File: config.mk
export PLATFORM = sky130hd
export DESIGN_NAME = dafrb_regs
export DESIGN_NICKNAME = d
export VERILOG_FILES = /design/src/dafrb_pkg.sv /design/src/dafrb_sync_gate.sv /design/src/dafrb_regs.sv
export SDC_FILE = /design/constraint.sdc
export NUM_CORES = 1
export LEC_CHECK = 0
export BUFFER_PORTS_ARGS = -buffer_cell sky130_fd_sc_hd__buf_2
export CORE_MARGIN = 3
export CORE_UTILIZATION = 48
export CTS_CLUSTER_DIAMETER = 60
export CTS_CLUSTER_SIZE = 10
export DETAILED_ROUTE_END_ITERATION = 16
export GPL_TIMING_DRIVEN = 0
export PLACE_DENSITY = 0.81
export SLEW_MARGIN = 10
export SYNTH_ARGS = -nofsm -noshare
export SYNTH_HDL_FRONTEND = slang
export SYNTH_HIERARCHICAL = 1
export SYNTH_SLANG_ARGS = --single-unit
File: constraint.sdc
create_clock -name i_clk_sys -period 3.8 [get_ports i_clk_sys]
set_clock_uncertainty 0.2 [all_clocks]
set_input_delay 0.76 -clock i_clk_sys [delete_from_list [all_inputs] [get_ports i_clk_sys]]
set_output_delay 0.76 -clock i_clk_sys [all_outputs]
set_load 0.005 [all_outputs]
File: src/dafrb_pkg.sv
// package: register map, field positions and reset values of the feature register bank
package dafrb_pkg;
  localparam int unsigned ADDR_W = 9;

  // register offsets
  localparam logic [8:0] OFS_PATT1_HI   = 9'h01a;
  localparam logic [8:0] OFS_PATT2_LO   = 9'h01b;
  localparam logic [8:0] OFS_PATT2_HI   = 9'h01c;
  localparam logic [8:0] OFS_SIG_LO     = 9'h024;
  localparam logic [8:0] OFS_OVR_FEAT   = 9'h02a;
  localparam logic [8:0] OFS_OUT_ASSIGN = 9'h02e;
  localparam logic [8:0] OFS_SYNC_CTRL  = 9'h100;
  localparam logic [8:0] OFS_USER_OPT2  = 9'h101;
  localparam logic [8:0] OFS_QEC_CTRL_A = 9'h110;
  localparam logic [8:0] OFS_QEC_CTRL_B = 9'h111;
  localparam logic [8:0] OFS_GAIN_BW    = 9'h112;
  localparam logic [8:0] OFS_PHASE_BW   = 9'h113;
  localparam logic [8:0] OFS_DC_BW      = 9'h114;
  localparam logic [8:0] OFS_GAIN_LO    = 9'h116;
  localparam logic [8:0] OFS_GAIN_HI    = 9'h117;
  localparam logic [8:0] OFS_PHASE_LO   = 9'h118;
  localparam logic [8:0] OFS_PHASE_HI   = 9'h119;
  localparam logic [8:0] OFS_DCI_LO     = 9'h11a;
  localparam logic [8:0] OFS_DCI_HI     = 9'h11b;
  localparam logic [8:0] OFS_DCQ_LO     = 9'h11c;
  localparam logic [8:0] OFS_DCQ_HI     = 9'h11d;
  localparam logic [8:0] OFS_NSR_CTRL   = 9'h11e;

  // writable-bit masks, unused bits read zero
  localparam logic [7:0] MSK_FULL   = 8'hff;
  localparam logic [7:0] MSK_BIT0   = 8'h01;
  localparam logic [7:0] MSK_SYNC   = 8'h07;
  localparam logic [7:0] MSK_USER_OPTIONS_TWO   = 8'h8d;
  localparam logic [7:0] MSK_QEC_A  = 8'h3f;
  localparam logic [7:0] MSK_QEC_B  = 8'h07;
  localparam logic [7:0] MSK_BW     = 8'h1f;
  localparam logic [7:0] MSK_GAIN_H = 8'h7f;
  localparam logic [7:0] MSK_PHAS_H = 8'h1f;
  localparam logic [7:0] MSK_DC_H   = 8'h3f;
  localparam logic [7:0] MSK_NSR    = 8'h07;

  // reset values
  localparam logic [7:0] RST_ZERO     = 8'h00;
  localparam logic [7:0] RST_OVR_FEAT = 8'h01;
  localparam logic [7:0] RST_ASSIGN_A = 8'h00;
  localparam logic [7:0] RST_ASSIGN_B = 8'h01;
  localparam logic [7:0] RST_SYNC     = 8'h01;
  localparam logic [7:0] RST_USER_OPTIONS_TWO     = 8'h88;
  localparam logic [7:0] RST_BW       = 8'h02;

  // field positions
  localparam int unsigned BIT_MASTER_SYNC = 0;
  localparam int unsigned BIT_DIV_SYNC    = 1;
  localparam int unsigned BIT_NEXT_SYNC   = 2;
  localparam int unsigned BIT_PULLDN_DIS  = 0;
  localparam int unsigned BIT_RUN_OSC     = 2;
  localparam int unsigned BIT_DETECT_EN   = 3;
  localparam int unsigned BIT_OE_PIN_EN   = 7;
  localparam int unsigned BIT_FORCE_GAIN  = 0;
  localparam int unsigned BIT_FORCE_PHASE = 1;
  localparam int unsigned BIT_FORCE_DC    = 2;
  localparam int unsigned BIT_NSR_ON      = 0;

  // noise shaping modes
  typedef enum logic [1:0] {
    DAFRB_NS_LOW_PASS  = 2'b00,
    DAFRB_NS_HIGH_PASS = 2'b01,
    DAFRB_NS_BAND_PASS = 2'b10
  } dafrb_ns_mode_t;
endpackage

File: src/dafrb_sync_gate.sv
// sync pulse gating toward the clock divider, with one-shot mode
`timescale 1ns/1ps
module dafrb_sync_gate (
  // clock and reset
  input  wire logic i_clk_sys,
  input  wire logic i_rst_n,
  // settings
  input  wire logic i_master_en,
  input  wire logic i_div_en,
  input  wire logic i_next_only,
  // sync pulse, already synchronised
  input  wire logic i_sync_pulse,
  // outputs
  output logic      o_div_sync,
  output logic      o_clear_div_en
);
  logic div_sync_reg;
  logic div_sync_next;

  // gate only when master and divider enable both high
  always_comb begin
    div_sync_next = i_sync_pulse & i_master_en & i_div_en;
  end

  always_ff @(posedge i_clk_sys or negedge i_rst_n) begin
    if (!i_rst_n) begin
      div_sync_reg <= 1'b0;
    end else begin
      div_sync_reg <= div_sync_next;
    end
  end

  assign o_div_sync     = div_sync_reg;
  // one-shot: drop the divider enable after the first pulse
  assign o_clear_div_en = div_sync_next & i_next_only;
endmodule // dafrb_sync_gate

File: src/dafrb_regs.sv
// top: dual converter feature register bank behind the serial control port
// Contract
// - output assign bit picks converter A/B
// - overrange pin enable bit, resets enabled
// - 14-bit in-phase dc initial value
// - 14-bit quadrature dc initial value
// - force dc applies stored dc values; here the stored dc values drive out whatever force dc is
// - noise shaping mode and enable bit
// - sync acts only with master enable
// - rate detect enables fallback oscillator
`timescale 1ns/1ps
module dafrb_regs (
  // clock and reset
  input  wire logic                          i_clk_sys,
  input  wire logic                          i_arst_n,
  // register port from the serial decoder
  input  wire logic                          i_wr_en,
  input  wire logic                          i_rd_en,
  input  wire logic [dafrb_pkg::ADDR_W-1:0]  i_addr,
  input  wire logic [7:0]                    i_wdata,
  input  wire logic                          i_chan_sel_a,
  input  wire logic                          i_chan_sel_b,
  output logic [7:0]                         o_rdata,
  output logic                               o_rvalid,
  // device status inputs
  input  wire logic [7:0]                    i_signature_lo,
  input  wire logic                          i_low_rate_pin,
  input  wire logic                          i_sync_pin,
  // converter and pin controls
  output logic                               o_assign_a,
  output logic                               o_assign_b,
  output logic                               o_overrange_indication_pin_oe_a,
  output logic                               o_overrange_indication_pin_oe_b,
  output logic                               o_output_enable_pin_en,
  output logic                               o_sdio_pulldown_dis,
  output logic                               o_fallback_oscillator_en,
  output logic                               o_div_sync,
  // pattern words
  output logic [15:0]                        o_patt1_hi_byte,
  output logic [15:0]                        o_patt2,
  // correction controls
  output logic [5:0]                         o_qec_ctrl,
  output logic [2:0]                         o_qec_force,
  output logic [4:0]                         o_gain_bw,
  output logic [4:0]                         o_phase_bw,
  output logic [4:0]                         o_dc_loop_time_constant,
  output logic [14:0]                        o_gain_value,
  output logic [12:0]                        o_phase_value,
  output logic                               o_dc_force,
  output logic [13:0]                        o_dc_inphase,
  output logic [13:0]                        o_dc_quadrature,
  // requantizer
  output logic                               o_nsr_on,
  output logic [1:0]                         o_nsr_mode
);
  import dafrb_pkg::*;

  // reset release and pin synchronisers
  logic [1:0] rst_sync_reg;
  logic       rst_n;
  logic [1:0] low_rate_sync_reg;
  logic [1:0] sync_pin_reg;
  logic       sync_prev_reg;
  logic       sync_pulse;

  always_ff @(posedge i_clk_sys or negedge i_arst_n) begin
    if (!i_arst_n) begin
      rst_sync_reg <= 2'b00;
    end else begin
      rst_sync_reg <= {rst_sync_reg[0], 1'b1};
    end
  end
  assign rst_n = rst_sync_reg[1];

  // pins from outside pass two flops before use
  always_ff @(posedge i_clk_sys or negedge rst_n) begin
    if (!rst_n) begin
      low_rate_sync_reg <= 2'b00;
      sync_pin_reg      <= 2'b00;
      sync_prev_reg     <= 1'b0;
    end else begin
      low_rate_sync_reg <= {low_rate_sync_reg[0], i_low_rate_pin};
      sync_pin_reg      <= {sync_pin_reg[0], i_sync_pin};
      sync_prev_reg     <= sync_pin_reg[1];
    end
  end
  assign sync_pulse = sync_pin_reg[1] & ~sync_prev_reg;

  // register storage
  logic [7:0] patt1_hi_reg, patt2_lo_reg, patt2_hi_reg;
  logic [7:0] ovr_a_reg, ovr_b_reg, asg_a_reg, asg_b_reg;
  logic [7:0] sync_reg, user_options_two_reg, qa_reg, qb_reg;
  logic [7:0] gbw_reg, pbw_reg, dbw_reg;
  logic [7:0] g_lo_reg, g_hi_reg, p_lo_reg, p_hi_reg;
  logic [7:0] dci_lo_reg, dci_hi_reg, dcq_lo_reg, dcq_hi_reg, nsr_reg;
  logic [7:0] patt1_hi_next, patt2_lo_next, patt2_hi_next;
  logic [7:0] ovr_a_next, ovr_b_next, asg_a_next, asg_b_next;
  logic [7:0] sync_next, user_options_two_next, qa_next, qb_next;
  logic [7:0] gbw_next, pbw_next, dbw_next;
  logic [7:0] g_lo_next, g_hi_next, p_lo_next, p_hi_next;
  logic [7:0] dci_lo_next, dci_hi_next, dcq_lo_next, dcq_hi_next, nsr_next;
  logic [7:0] rdata_reg, rdata_next;
  logic       rvalid_reg;
  logic       clear_div_en;

  // masked write: unused bits stay zero
  function automatic logic [7:0] wr_field(input logic hit, input logic [7:0] cur,
                                          input logic [7:0] wd, input logic [7:0] msk);
    wr_field = hit ? (wd & msk) : cur;
  endfunction

  // next-state for every register
  always_comb begin
    patt1_hi_next = wr_field(i_wr_en && i_addr == OFS_PATT1_HI, patt1_hi_reg, i_wdata, MSK_FULL);
    patt2_lo_next = wr_field(i_wr_en && i_addr == OFS_PATT2_LO, patt2_lo_reg, i_wdata, MSK_FULL);
    patt2_hi_next = wr_field(i_wr_en && i_addr == OFS_PATT2_HI, patt2_hi_reg, i_wdata, MSK_FULL);
    ovr_a_next = wr_field(i_wr_en && i_chan_sel_a && i_addr == OFS_OVR_FEAT, ovr_a_reg, i_wdata, MSK_BIT0);
    ovr_b_next = wr_field(i_wr_en && i_chan_sel_b && i_addr == OFS_OVR_FEAT, ovr_b_reg, i_wdata, MSK_BIT0);
    asg_a_next = wr_field(i_wr_en && i_chan_sel_a && i_addr == OFS_OUT_ASSIGN, asg_a_reg, i_wdata, MSK_BIT0);
    asg_b_next = wr_field(i_wr_en && i_chan_sel_b && i_addr == OFS_OUT_ASSIGN, asg_b_reg, i_wdata, MSK_BIT0);
    sync_next = wr_field(i_wr_en && i_addr == OFS_SYNC_CTRL, sync_reg, i_wdata, MSK_SYNC);
    // one-shot self-clear wins only when no write this cycle
    if (clear_div_en && !(i_wr_en && i_addr == OFS_SYNC_CTRL)) begin
      sync_next[BIT_DIV_SYNC] = 1'b0;
    end
    user_options_two_next   = wr_field(i_wr_en && i_addr == OFS_USER_OPT2, user_options_two_reg, i_wdata, MSK_USER_OPTIONS_TWO);
    qa_next     = wr_field(i_wr_en && i_addr == OFS_QEC_CTRL_A, qa_reg, i_wdata, MSK_QEC_A);
    qb_next     = wr_field(i_wr_en && i_addr == OFS_QEC_CTRL_B, qb_reg, i_wdata, MSK_QEC_B);
    gbw_next    = wr_field(i_wr_en && i_addr == OFS_GAIN_BW, gbw_reg, i_wdata, MSK_BW);
    pbw_next    = wr_field(i_wr_en && i_addr == OFS_PHASE_BW, pbw_reg, i_wdata, MSK_BW);
    dbw_next    = wr_field(i_wr_en && i_addr == OFS_DC_BW, dbw_reg, i_wdata, MSK_BW);
    g_lo_next   = wr_field(i_wr_en && i_addr == OFS_GAIN_LO, g_lo_reg, i_wdata, MSK_FULL);
    g_hi_next   = wr_field(i_wr_en && i_addr == OFS_GAIN_HI, g_hi_reg, i_wdata, MSK_GAIN_H);
    p_lo_next   = wr_field(i_wr_en && i_addr == OFS_PHASE_LO, p_lo_reg, i_wdata, MSK_FULL);
    p_hi_next   = wr_field(i_wr_en && i_addr == OFS_PHASE_HI, p_hi_reg, i_wdata, MSK_PHAS_H);
    dci_lo_next = wr_field(i_wr_en && i_addr == OFS_DCI_LO, dci_lo_reg, i_wdata, MSK_FULL);
    dci_hi_next = wr_field(i_wr_en && i_addr == OFS_DCI_HI, dci_hi_reg, i_wdata, MSK_DC_H);
    dcq_lo_next = wr_field(i_wr_en && i_addr == OFS_DCQ_LO, dcq_lo_reg, i_wdata, MSK_FULL);
    dcq_hi_next = wr_field(i_wr_en && i_addr == OFS_DCQ_HI, dcq_hi_reg, i_wdata, MSK_DC_H);
    nsr_next    = wr_field(i_wr_en && i_addr == OFS_NSR_CTRL, nsr_reg, i_wdata, MSK_NSR);
  end

  // read mux; channel A wins if both selected, unmapped reads zero
  always_comb begin
    rdata_next = rdata_reg;
    if (i_rd_en) begin
      unique case (i_addr)
        OFS_PATT1_HI:   rdata_next = patt1_hi_reg;
        OFS_PATT2_LO:   rdata_next = patt2_lo_reg;
        OFS_PATT2_HI:   rdata_next = patt2_hi_reg;
        OFS_SIG_LO:     rdata_next = i_signature_lo;
        OFS_OVR_FEAT:   rdata_next = i_chan_sel_a ? ovr_a_reg : ovr_b_reg;
        OFS_OUT_ASSIGN: rdata_next = i_chan_sel_a ? asg_a_reg : asg_b_reg;
        OFS_SYNC_CTRL:  rdata_next = sync_reg;
        OFS_USER_OPT2:  rdata_next = user_options_two_reg;
        OFS_QEC_CTRL_A: rdata_next = qa_reg;
        OFS_QEC_CTRL_B: rdata_next = qb_reg;
        OFS_GAIN_BW:    rdata_next = gbw_reg;
        OFS_PHASE_BW:   rdata_next = pbw_reg;
        OFS_DC_BW:      rdata_next = dbw_reg;
        OFS_GAIN_LO:    rdata_next = g_lo_reg;
        OFS_GAIN_HI:    rdata_next = g_hi_reg;
        OFS_PHASE_LO:   rdata_next = p_lo_reg;
        OFS_PHASE_HI:   rdata_next = p_hi_reg;
        OFS_DCI_LO:     rdata_next = dci_lo_reg;
        OFS_DCI_HI:     rdata_next = dci_hi_reg;
        OFS_DCQ_LO:     rdata_next = dcq_lo_reg;
        OFS_DCQ_HI:     rdata_next = dcq_hi_reg;
        OFS_NSR_CTRL:   rdata_next = nsr_reg;
        default:        rdata_next = RST_ZERO;
      endcase
    end
  end

  // registers take the printed defaults at reset
  always_ff @(posedge i_clk_sys or negedge rst_n) begin
    if (!rst_n) begin
      patt1_hi_reg <= RST_ZERO;
      patt2_lo_reg <= RST_ZERO;
      patt2_hi_reg <= RST_ZERO;
      ovr_a_reg    <= RST_OVR_FEAT;
      ovr_b_reg    <= RST_OVR_FEAT;
      asg_a_reg    <= RST_ASSIGN_A;
      asg_b_reg    <= RST_ASSIGN_B;
      sync_reg     <= RST_SYNC;
      user_options_two_reg     <= RST_USER_OPTIONS_TWO;
      qa_reg       <= RST_ZERO;
      qb_reg       <= RST_ZERO;
      gbw_reg      <= RST_BW;
      pbw_reg      <= RST_BW;
      dbw_reg      <= RST_BW;
      g_lo_reg     <= RST_ZERO;
      g_hi_reg     <= RST_ZERO;
      p_lo_reg     <= RST_ZERO;
      p_hi_reg     <= RST_ZERO;
      dci_lo_reg   <= RST_ZERO;
      dci_hi_reg   <= RST_ZERO;
      dcq_lo_reg   <= RST_ZERO;
      dcq_hi_reg   <= RST_ZERO;
      nsr_reg      <= RST_ZERO;
      rdata_reg    <= RST_ZERO;
      rvalid_reg   <= 1'b0;
    end else begin
      patt1_hi_reg <= patt1_hi_next;
      patt2_lo_reg <= patt2_lo_next;
      patt2_hi_reg <= patt2_hi_next;
      ovr_a_reg    <= ovr_a_next;
      ovr_b_reg    <= ovr_b_next;
      asg_a_reg    <= asg_a_next;
      asg_b_reg    <= asg_b_next;
      sync_reg     <= sync_next;
      user_options_two_reg     <= user_options_two_next;
      qa_reg       <= qa_next;
      qb_reg       <= qb_next;
      gbw_reg      <= gbw_next;
      pbw_reg      <= pbw_next;
      dbw_reg      <= dbw_next;
      g_lo_reg     <= g_lo_next;
      g_hi_reg     <= g_hi_next;
      p_lo_reg     <= p_lo_next;
      p_hi_reg     <= p_hi_next;
      dci_lo_reg   <= dci_lo_next;
      dci_hi_reg   <= dci_hi_next;
      dcq_lo_reg   <= dcq_lo_next;
      dcq_hi_reg   <= dcq_hi_next;
      nsr_reg      <= nsr_next;
      rdata_reg    <= rdata_next;
      rvalid_reg   <= i_rd_en;
    end
  end

  dafrb_sync_gate u_sync_gate (
    .i_clk_sys      (i_clk_sys),
    .i_rst_n        (rst_n),
    .i_master_en    (sync_reg[BIT_MASTER_SYNC]),
    .i_div_en       (sync_reg[BIT_DIV_SYNC]),
    .i_next_only    (sync_reg[BIT_NEXT_SYNC]),
    .i_sync_pulse   (sync_pulse),
    .o_div_sync     (o_div_sync),
    .o_clear_div_en (clear_div_en)
  );

  // detector or run bit starts oscillator
  assign o_fallback_oscillator_en = user_options_two_reg[BIT_RUN_OSC] | (user_options_two_reg[BIT_DETECT_EN] & low_rate_sync_reg[1]);

  // force dc bit out; stored dc values drive out whatever force dc is
  assign o_dc_force      = qb_reg[BIT_FORCE_DC];
  assign o_dc_inphase    = {dci_hi_reg[5:0], dci_lo_reg};
  assign o_dc_quadrature = {dcq_hi_reg[5:0], dcq_lo_reg};

  assign o_nsr_on   = nsr_reg[BIT_NSR_ON];
  assign o_nsr_mode = nsr_reg[2:1];

  assign o_assign_a = asg_a_reg[0];
  assign o_assign_b = asg_b_reg[0];
  assign o_overrange_indication_pin_oe_a = ovr_a_reg[0];
  assign o_overrange_indication_pin_oe_b = ovr_b_reg[0];

  // remaining settings straight from flops
  assign o_output_enable_pin_en  = user_options_two_reg[BIT_OE_PIN_EN];
  assign o_sdio_pulldown_dis     = user_options_two_reg[BIT_PULLDN_DIS];
  assign o_patt1_hi_byte         = {patt1_hi_reg, 8'h00};
  assign o_patt2                 = {patt2_hi_reg, patt2_lo_reg};
  assign o_qec_ctrl              = qa_reg[5:0];
  assign o_qec_force             = qb_reg[2:0];
  assign o_gain_bw               = gbw_reg[4:0];
  assign o_phase_bw              = pbw_reg[4:0];
  assign o_dc_loop_time_constant = dbw_reg[4:0];
  assign o_gain_value            = {g_hi_reg[6:0], g_lo_reg};
  assign o_phase_value           = {p_hi_reg[4:0], p_lo_reg};
  assign o_rdata                 = rdata_reg;
  assign o_rvalid                = rvalid_reg;
endmodule // dafrb_regs

==> summary.md, run 1 <==
| Metric | Value |
|---|---|
| Distinct cells, synth | `60` |
| Router iterations before antenna repair | `5` |
| Max_cap viols | `0` |
| Commonest non-fill, non-tap cell in the layout | `buf_2` |
| Maximum vdd drop | `0.000313 V` |
| Total gr overflow | `0` |
| Reg clk slew, reported paths | `0.06 ns` |
| Root Buffer Master | `clkbuf_16` |
| Via count | `5521` |
| GRT Overall Usage | `0.308` |
| Rows | `42` |
| Max FO, Critical Path | `10` |
| Required time of the critical path | `3.92 ns` |
| Status | `finished, final reports clean` |
| Placed Area | `7710 um2` |
| Initial antenna violation count | `0` |
| Post-route ant nets | `0` |
| # DRC | `0` |
| Worst Path Arrival | `3.33 ns` |
| Die Y | `124 um` |
| Final worst-path cycle share | `0.846` |
| Reg-to-reg startpoint | `qb_reg[2]$_DFFE_PN0P_` |
| Mapped cell area | `6630 um2` |
| Slew HR | `0.315` |
| Register area share after synthesis | `0.511` |
| Maximum clock path buffer count | `2` |
| Tmin final | `3.22 ns` |
| Die Width | `124 um` |
| Final Max Tran Viols | `0` |
| Top_reg_cell synth | `dfrtp_1` |
| Post-CTS Setup Bufs | `0` |
| Initial DRC count | `530` |
| Setup slack, reg-to-reg | `1.96 ns` |
| # nets final | `738` |
| Mapped Avg Cell Area | `12.7 um2` |
| # port buffers | `155` |
| Crit. End Element | `register` |
| Final setup TNS | `0 ns` |
| Global placer's final weighted congestion | `0.984` |
| Fin area | `8320 um2` |
| Synth Warn # | `6` |
| Fillers | `1085` |
| H-tree depth | `4` |
| Final setup violation count | `0` |
| EDFF count, synth | `0` |
| Area growth syn-to-layout | `25.4%` |
| WL/cell | `25.5 um` |
| Final Routed Wirelength | `22800 um` |
| Vias/cell | `6.17` |
| Crit Path Class | `input port to register` |
| Largest net degree at the start of global routing | `68` |
| Clock tree from TritonCTS | `built` |
| R2r endpoint | `o_rdata[2]$_DFFE_PN0P_` |
| Clk sinks | `135` |
| Starting density of the core | `0.495` |
| Pleak | `4.24 nW` |
| IO Count | `166` |
| Placed Cells incl. Taps | `861` |
| FF+latch count, synth | `135` |
| Cell count after synthesis | `521` |
| Vias in the first global route | `5545` |
| Hold Path Class | `register to async pin` |
| CTS Buf Count | `17` |
| Global-route wire length before repair | `33700 um` |
| Power Density | `417 nW/um2` |
| Crit path launch type | `input port` |
| R2r worst-path depth | `5` |
| Area of the multi-input gates | `3010 um2` |
| Clk_lat worst skew | `0.43 ns` |
| Unrepaired setup endpoints after global routing | `false` |
| Layout cells sized above 1 | `0.513` |
| Final non-filler cell total | `895` |
| Most frequent cells in the layout | `163 x buf_2, 128 x mux2_2, 125 x dfrtp_1` |
| Placeable Area | `13400 um2` |
| Post-DP HPWL | `16700 um` |
| Sequential standard cell area | `3390 um2` |
| Final hold violations | `0` |
| Die area | `15300 um2` |
| F_max | `311 MHz` |
| Worst slew pin tran | `1.02 ns` |
| Asr flop ratio synth | `1.00` |
-- how the worst max path moves through the flow --
stage	from	end	slack [ns]	cells past startpoint
after floorplan	i_addr[5]	dcq_lo_reg[0]$_DFFE_PN0P_	1.17	6
after global placement	i_addr[0]	dcq_hi_reg[4]$_DFFE_PN0P_	0.29	6
after detailed placement	i_addr[0]	dcq_hi_reg[3]$_DFFE_PN0P_	0.20	6
after CTS	i_addr[0]	dcq_hi_reg[1]$_DFFE_PN0P_	0.65	6
after global routing	i_addr[0]	dcq_hi_reg[5]$_DFFE_PN0P_	0.58	6
final	i_addr[0]	dcq_hi_reg[0]$_DFFE_PN0P_	0.58	6
-- Yosys cell counts (7+ instances only) --
| cell | count | area (um2) |
|---|---|---|
| mux2_2 | 128 | 1440 |
| dfrtp_1 | 126 | 3150 |
| nand2_1 | 22 | 82.6 |
| a22oi_1 | 17 | 128 |
| clkbuf_1 | 17 | 63.8 |
| nand3_1 | 15 | 75.1 |
| nor2_1 | 15 | 56.3 |
| buf_4 | 12 | 90.1 |
| mux2i_1 | 11 | 110 |
| a22o_1 | 9 | 78.8 |
| dfstp_2 | 9 | 236 |
| buf_2 | 8 | 40.0 |
| nor2b_1 | 7 | 43.8 |
-- routing by layer --
| layer | track usage | up-vias | share of wire |
|---|---|---|---|
| li1 | - | 2325 | - |
| met1 | 0.421 | 2810 | 0.41 |
| met2 | 0.490 | 338 | 0.48 |
| met3 | 0.0709 | 48 | 0.083 |
| met4 | 0.0976 | 0 | 0.026 |
| met5 | 0 | - | 0 |
-- worst max-delay path, cell delays in order --
cell and delay [ns]:
buf_2 0.16, buf_2 0.30, nor2b_1 0.75, nand3_1 0.24, nor2_1 0.69, mux2_2 0.41
-- metrics by stage --
step / power [mW] / setup slack [ns] / utilization / hold WS [ns]
2_1_floorplan: 1.69 / 1.17 / - / 0.131
3_3_place_gp: 1.82 / 0.287 / 0.571 / 0.133
3_5_place_dp: 1.84 / 0.201 / 0.576 / 0.0174
4_1_cts: 3.48 / 0.655 / 0.621 / 0.0165
5_1_grt: 3.58 / 0.582 / 0.621 / 0.0295
6_report: 3.47 / 0.584 / 0.621 / 0.0103
-- cell families (layout without fill, tap and decap cells) --
logic type             count (synthesis)  after routing  synth area share
buffers and inverters                 50            240            0.0389
flip-flops                           135            135             0.511
other                                  2             10           0.00113
AND/OR/NAND/NOR                      113            113             0.117
multiplexers                         140            140             0.237
AO/OA/AOI/OAI                         81             81            0.0943
-- where the power goes --
part / internal [mW] / switching (mW) / total, mW
Clock: 1.02 / 0.635 / 1.65
Combinational: 0.112 / 0.182 / 0.294
Sequential: 1.48 / 0.0402 / 1.52
Total: 2.61 / 0.857 / 3.47
-- layout make-up --
class	count	share of cell area
Inverter	6	0.00271
Buffer	44	0.0283
Timing Repair Buffer	158	0.101
Clock buffer	21	0.0565
Clock inverter	11	0.0149
Antenna cell	1	0.000301
Multi-Input combinational cell	343	0.362
Sequential cell	135	0.408
Tap cell	176	0.0265
-- repair_timing --
item,in CTS,in global routing
endpoints found under the hold margin,2,0
resized for setup,0,0
hold buffers,1,0
(Power assumes the default switching activity.)
==> run 2, diff against run 1 <==
--- a/config.mk
+++ b/config.mk
@@ -5,14 +5,15 @@
 export SDC_FILE = /design/constraint.sdc
 export NUM_CORES = 1
 export LEC_CHECK = 0
+export ABC_AREA = 1
 export BUFFER_PORTS_ARGS = -buffer_cell sky130_fd_sc_hd__buf_2
 export CORE_MARGIN = 3
-export CORE_UTILIZATION = 48
+export CORE_UTILIZATION = 53
 export CTS_CLUSTER_DIAMETER = 60
 export CTS_CLUSTER_SIZE = 10
 export DETAILED_ROUTE_END_ITERATION = 16
 export GPL_TIMING_DRIVEN = 0
-export PLACE_DENSITY = 0.81
+export PLACE_DENSITY = 0.85
 export SLEW_MARGIN = 10
 export SYNTH_ARGS = -nofsm -noshare
 export SYNTH_HDL_FRONTEND = slang
==> constraint.sdc (replaced) <==
create_clock -name i_clk_sys -period 3.3 [get_ports i_clk_sys]
set_clock_uncertainty 0.2 [all_clocks]
set_input_delay 0.66 -clock i_clk_sys [delete_from_list [all_inputs] [get_ports i_clk_sys]]
set_output_delay 0.66 -clock i_clk_sys [all_outputs]
set_load 0.005 [all_outputs]
==> run 2 against run 1 <==
  * Clock-buffer cell count down 2
  * Sequential power is 15% higher
  * Area after synthesis shrank 4.3%
  * Non-clock buffer count decreased by 8
  * Cell count up 26%
  * Global-route usage rose by 1.2 points
  * Critical path type unchanged
  * Critical endpoint is now g_lo_reg[5]$_DFFE_PN0P_
==> summary.md, run 2 <==
| Metric | Value |
|---|---|
| Status | `finished, final reports clean` |
| Most frequent cell on the critical path | `nand2_1` |
| Asr flop ratio synth | `1.00 (unchanged)` |
| Initial DRC count | `897 (+69%)` |
| Count leader, synth | `nand2_1` |
| Final setup TNS | `0 ns (unchanged)` |
| F_max | `439 MHz` |
| Most frequent cells in the layout | `291 x nand2_1, 168 x buf_2, 125 x dfrtp_1` |
| IO Count | `166 (unchanged)` |
| Final Routed Wirelength | `21000 um (-7.7%)` |
| Final hold violations | `0 (unchanged)` |
| Unrepaired setup endpoints after global routing | `false` |
| Slowest stage delay, CP | `0.31 ns (-0.44 ns)` |
| Pleak | `4.23 nW (about the same)` |
| Crit Path Class | `input port to register` |
| Mapped Avg Cell Area | `8.07 um2 (-37%)` |
| Hold Path Class | `register to async pin` |
| Slew HR | `0.544 (+0.229)` |
| Starting density of the core | `0.549 (+0.0541)` |
| Area growth syn-to-layout | `26.9%` |
| # nets final | `1006 (+36%)` |
| Vias in the first global route | `5918 (+6.7%)` |
| Post-place setup slack | `0.683 ns (+0.483 ns)` |
| Crit path launch type | `input port` |
| Register area share after synthesis | `0.534 (+0.0228)` |
| Clk sinks | `135 (unchanged)` |
| GRT Overall Usage | `0.321 (+0.0125)` |
| Reg clk slew, reported paths | `0.06 ns (about the same)` |
| Final Max Tran Viols | `0 (unchanged)` |
| Synth area leaders | `dfrtp_1 50%, nand2_1 17%, o21ai_0 5.7%, o21ai_1 4.1%, dfstp_2 3.7%` |
| Synth area leader | `dfrtp_1` |
| Distinct cells, synth | `30 (-50%)` |
| CTS Buf Count | `17 (unchanged)` |
| FF+latch count, synth | `135 (unchanged)` |
| Final setup violation count | `0 (unchanged)` |
| Via count | `6445 (+17%)` |
| Commonest non-fill, non-tap cell in the layout | `nand2_1` |
| Post-DP HPWL | `15100 um (-9.6%)` |
| H-tree depth | `4 (unchanged)` |
| Die area | `13300 um2 (-13%)` |
| Final worst slack | `1.02 ns (+0.436 ns)` |
| Placeable Area | `11600 um2 (-14%)` |
| Global placer's final weighted congestion | `0.963 (-2.1%)` |
| CP Cell Sequence | `buf_2 -> inv_2 -> nand2_1 -> nor2_2 -> nand2_1 -> nor2_2 -> nand2_1 -> buf_2 -> nand2_1 -> o21ai_1` |
| Tmin final | `2.28 ns` |
| Global-route wire length before repair | `32100 um (-4.9%)` |
| Crit. End Element | `register` |
| WL/cell | `18.6 um (-27%)` |
| Layout cells sized above 1 | `0.271 (-0.242)` |
| Most frequent cells after synthesis | `291 x nand2_1, 126 x dfrtp_1, 72 x o21ai_0, 52 x o21ai_1, 47 x nor2_1` |
| Vias/cell | `5.70 (-7.5%)` |
| # DRC | `0 (unchanged)` |
| Router iterations before antenna repair | `7 (+2)` |
| Maximum clock path buffer count | `2 (unchanged)` |
| Largest net degree at the start of global routing | `64 (-5.9%)` |
| Synth Warn # | `6 (unchanged)` |
| Synth top area share | `0.497 (+0.0212)` |
| Die Width | `115 um (-6.6%)` |
| Max FO, Critical Path | `10 (unchanged)` |
| Clock tree from TritonCTS | `built` |
| Required time of the critical path | `3.39 ns (-0.53 ns)` |
| Final non-filler cell total | `1130 (+26%)` |
| Slowest cell on the critical path | `nor2_2` |
| Post-route ant nets | `0 (unchanged)` |
| Die Y | `115 um (-6.6%)` |
| Mapped cell area | `6350 um2 (-4.3%)` |
| Rows | `39 (-7.1%)` |
| Worst slew pin tran | `0.683 ns (-0.339 ns)` |
| Top_reg_cell synth | `dfrtp_1` |
| Top delay family on crit path | `simple AND/OR/NAND/NOR gates` |
| Initial antenna violation count | `0 (unchanged)` |
| EDFF count, synth | `0 (unchanged)` |
| Placed Cells incl. Taps | `1096 (+27%)` |
| Total gr overflow | `0 (unchanged)` |
| Power Density | `510 nW/um2 (+22%)` |
| Clk_lat worst skew | `0.42 ns (about the same)` |
| Max_cap viols | `0 (unchanged)` |
| # port buffers | `157 (+1.3%)` |
| Worst Path Arrival | `2.37 ns (-0.96 ns)` |
| Root Buffer Master | `clkbuf_16` |
| Buf+Inv Stages, Crit Path | `3 (+1)` |
| Cell count after synthesis | `787 (+51%)` |
| Final worst-path cycle share | `0.691` |
| Total power | `4.11 mW (+18%)` |
| Maximum vdd drop | `0.000319 V (+2.0%)` |
-- run 2: cell types whose count changed after synthesis, moves of 16 or more --
cell,delta
nor2_1,+32
mux2_2,-128
o21ai_0,+66
nand2_1,+269
nand3_1,+21
a22oi_1,-16
o21ai_1,+52
inv_1,+30
-- run 2: path summary, 6_finish.rpt --
path	start	end	slack [ns]	cells after the start
worst max register to register	asg_b_reg[0]$_DFFE_PN1P_	o_rdata[0]$_DFFE_PN0P_	1.75	10
min in group i_clk_sys	i_low_rate_pin	low_rate_sync_reg[0]$_DFF_PN0_	0.14	1
worst min register to register	rst_sync_reg[1]$_DFF_PN0_	dci_hi_reg[4]$_DFFE_PN0P_	0.1	0
max in group asynchronous	rst_sync_reg[1]$_DFF_PN0_	user_options_two_reg[7]$_DFFE_PN1P_	2.09	1
worst max-delay path	i_addr[5]	g_lo_reg[5]$_DFFE_PN0P_	1.02	10
worst min-delay path	rst_sync_reg[1]$_DFF_PN0_	dci_hi_reg[4]$_DFFE_PN0P_	0.1	0
-- run 2: routing by layer --
| metal | global-route usage | part of all wire |
|---|---|---|
| met2 | 0.495 | 0.47 |
| met4 | 0.121 | 0.029 |
| met5 | 0 | 0 |
| met3 | 0.0846 | 0.11 |
| met1 | 0.440 | 0.39 |
-- run 2: area by class of cell --
type	instances	area [um2]
clock buffer	19	453
sequential	135	3390
fill	907	3510
timing repair buffer	160	843
buffer	34	175
multi-input combinational	579	2640
inverter	46	173
clock inverter	13	201
antenna	1	2.50
tap	143	179
-- run 2: cell families (layout without fill, tap and decap cells) --
group	after synthesis	in the layout	synth area share
AOI/OAI and AO/OA	132	132	0.106
other	2	10	0.00118
muxes	1	1	0.00158
buffers and inverters	80	272	0.0548
and+or+nand+nor	437	437	0.303
DFF	135	135	0.534
-- run 2: through the flow --
step / instance area (um2) / hold WS, ns / utilization
floorplan: 6380 / 0.131 / -
global placement: 7340 / 0.135 / 0.635
detailed placement: 7390 / 0.102 / 0.639
CTS: 8060 / 0.109 / 0.697
global route: 8060 / 0.139 / 0.697
finish: 8060 / 0.0971 / 0.697
-- run 2: what timing repair did --
| action | CTS | global route |
|---|---|---|
| buffers inserted | 0 | 0 |
| hold buffers | 1 | 0 |
| hold endpoints to repair | 2 | 0 |
| endpoints found under the setup margin | 0 | 0 |
| resized for setup | 0 | 0 |
-- run 2: power breakdown --
| part | internal [mW] | switching (mW) |
|---|---|---|
| Sequential | 1.70 | 0.0465 |
| Combinational | 0.0830 | 0.164 |
| Clock | 1.38 | 0.736 |
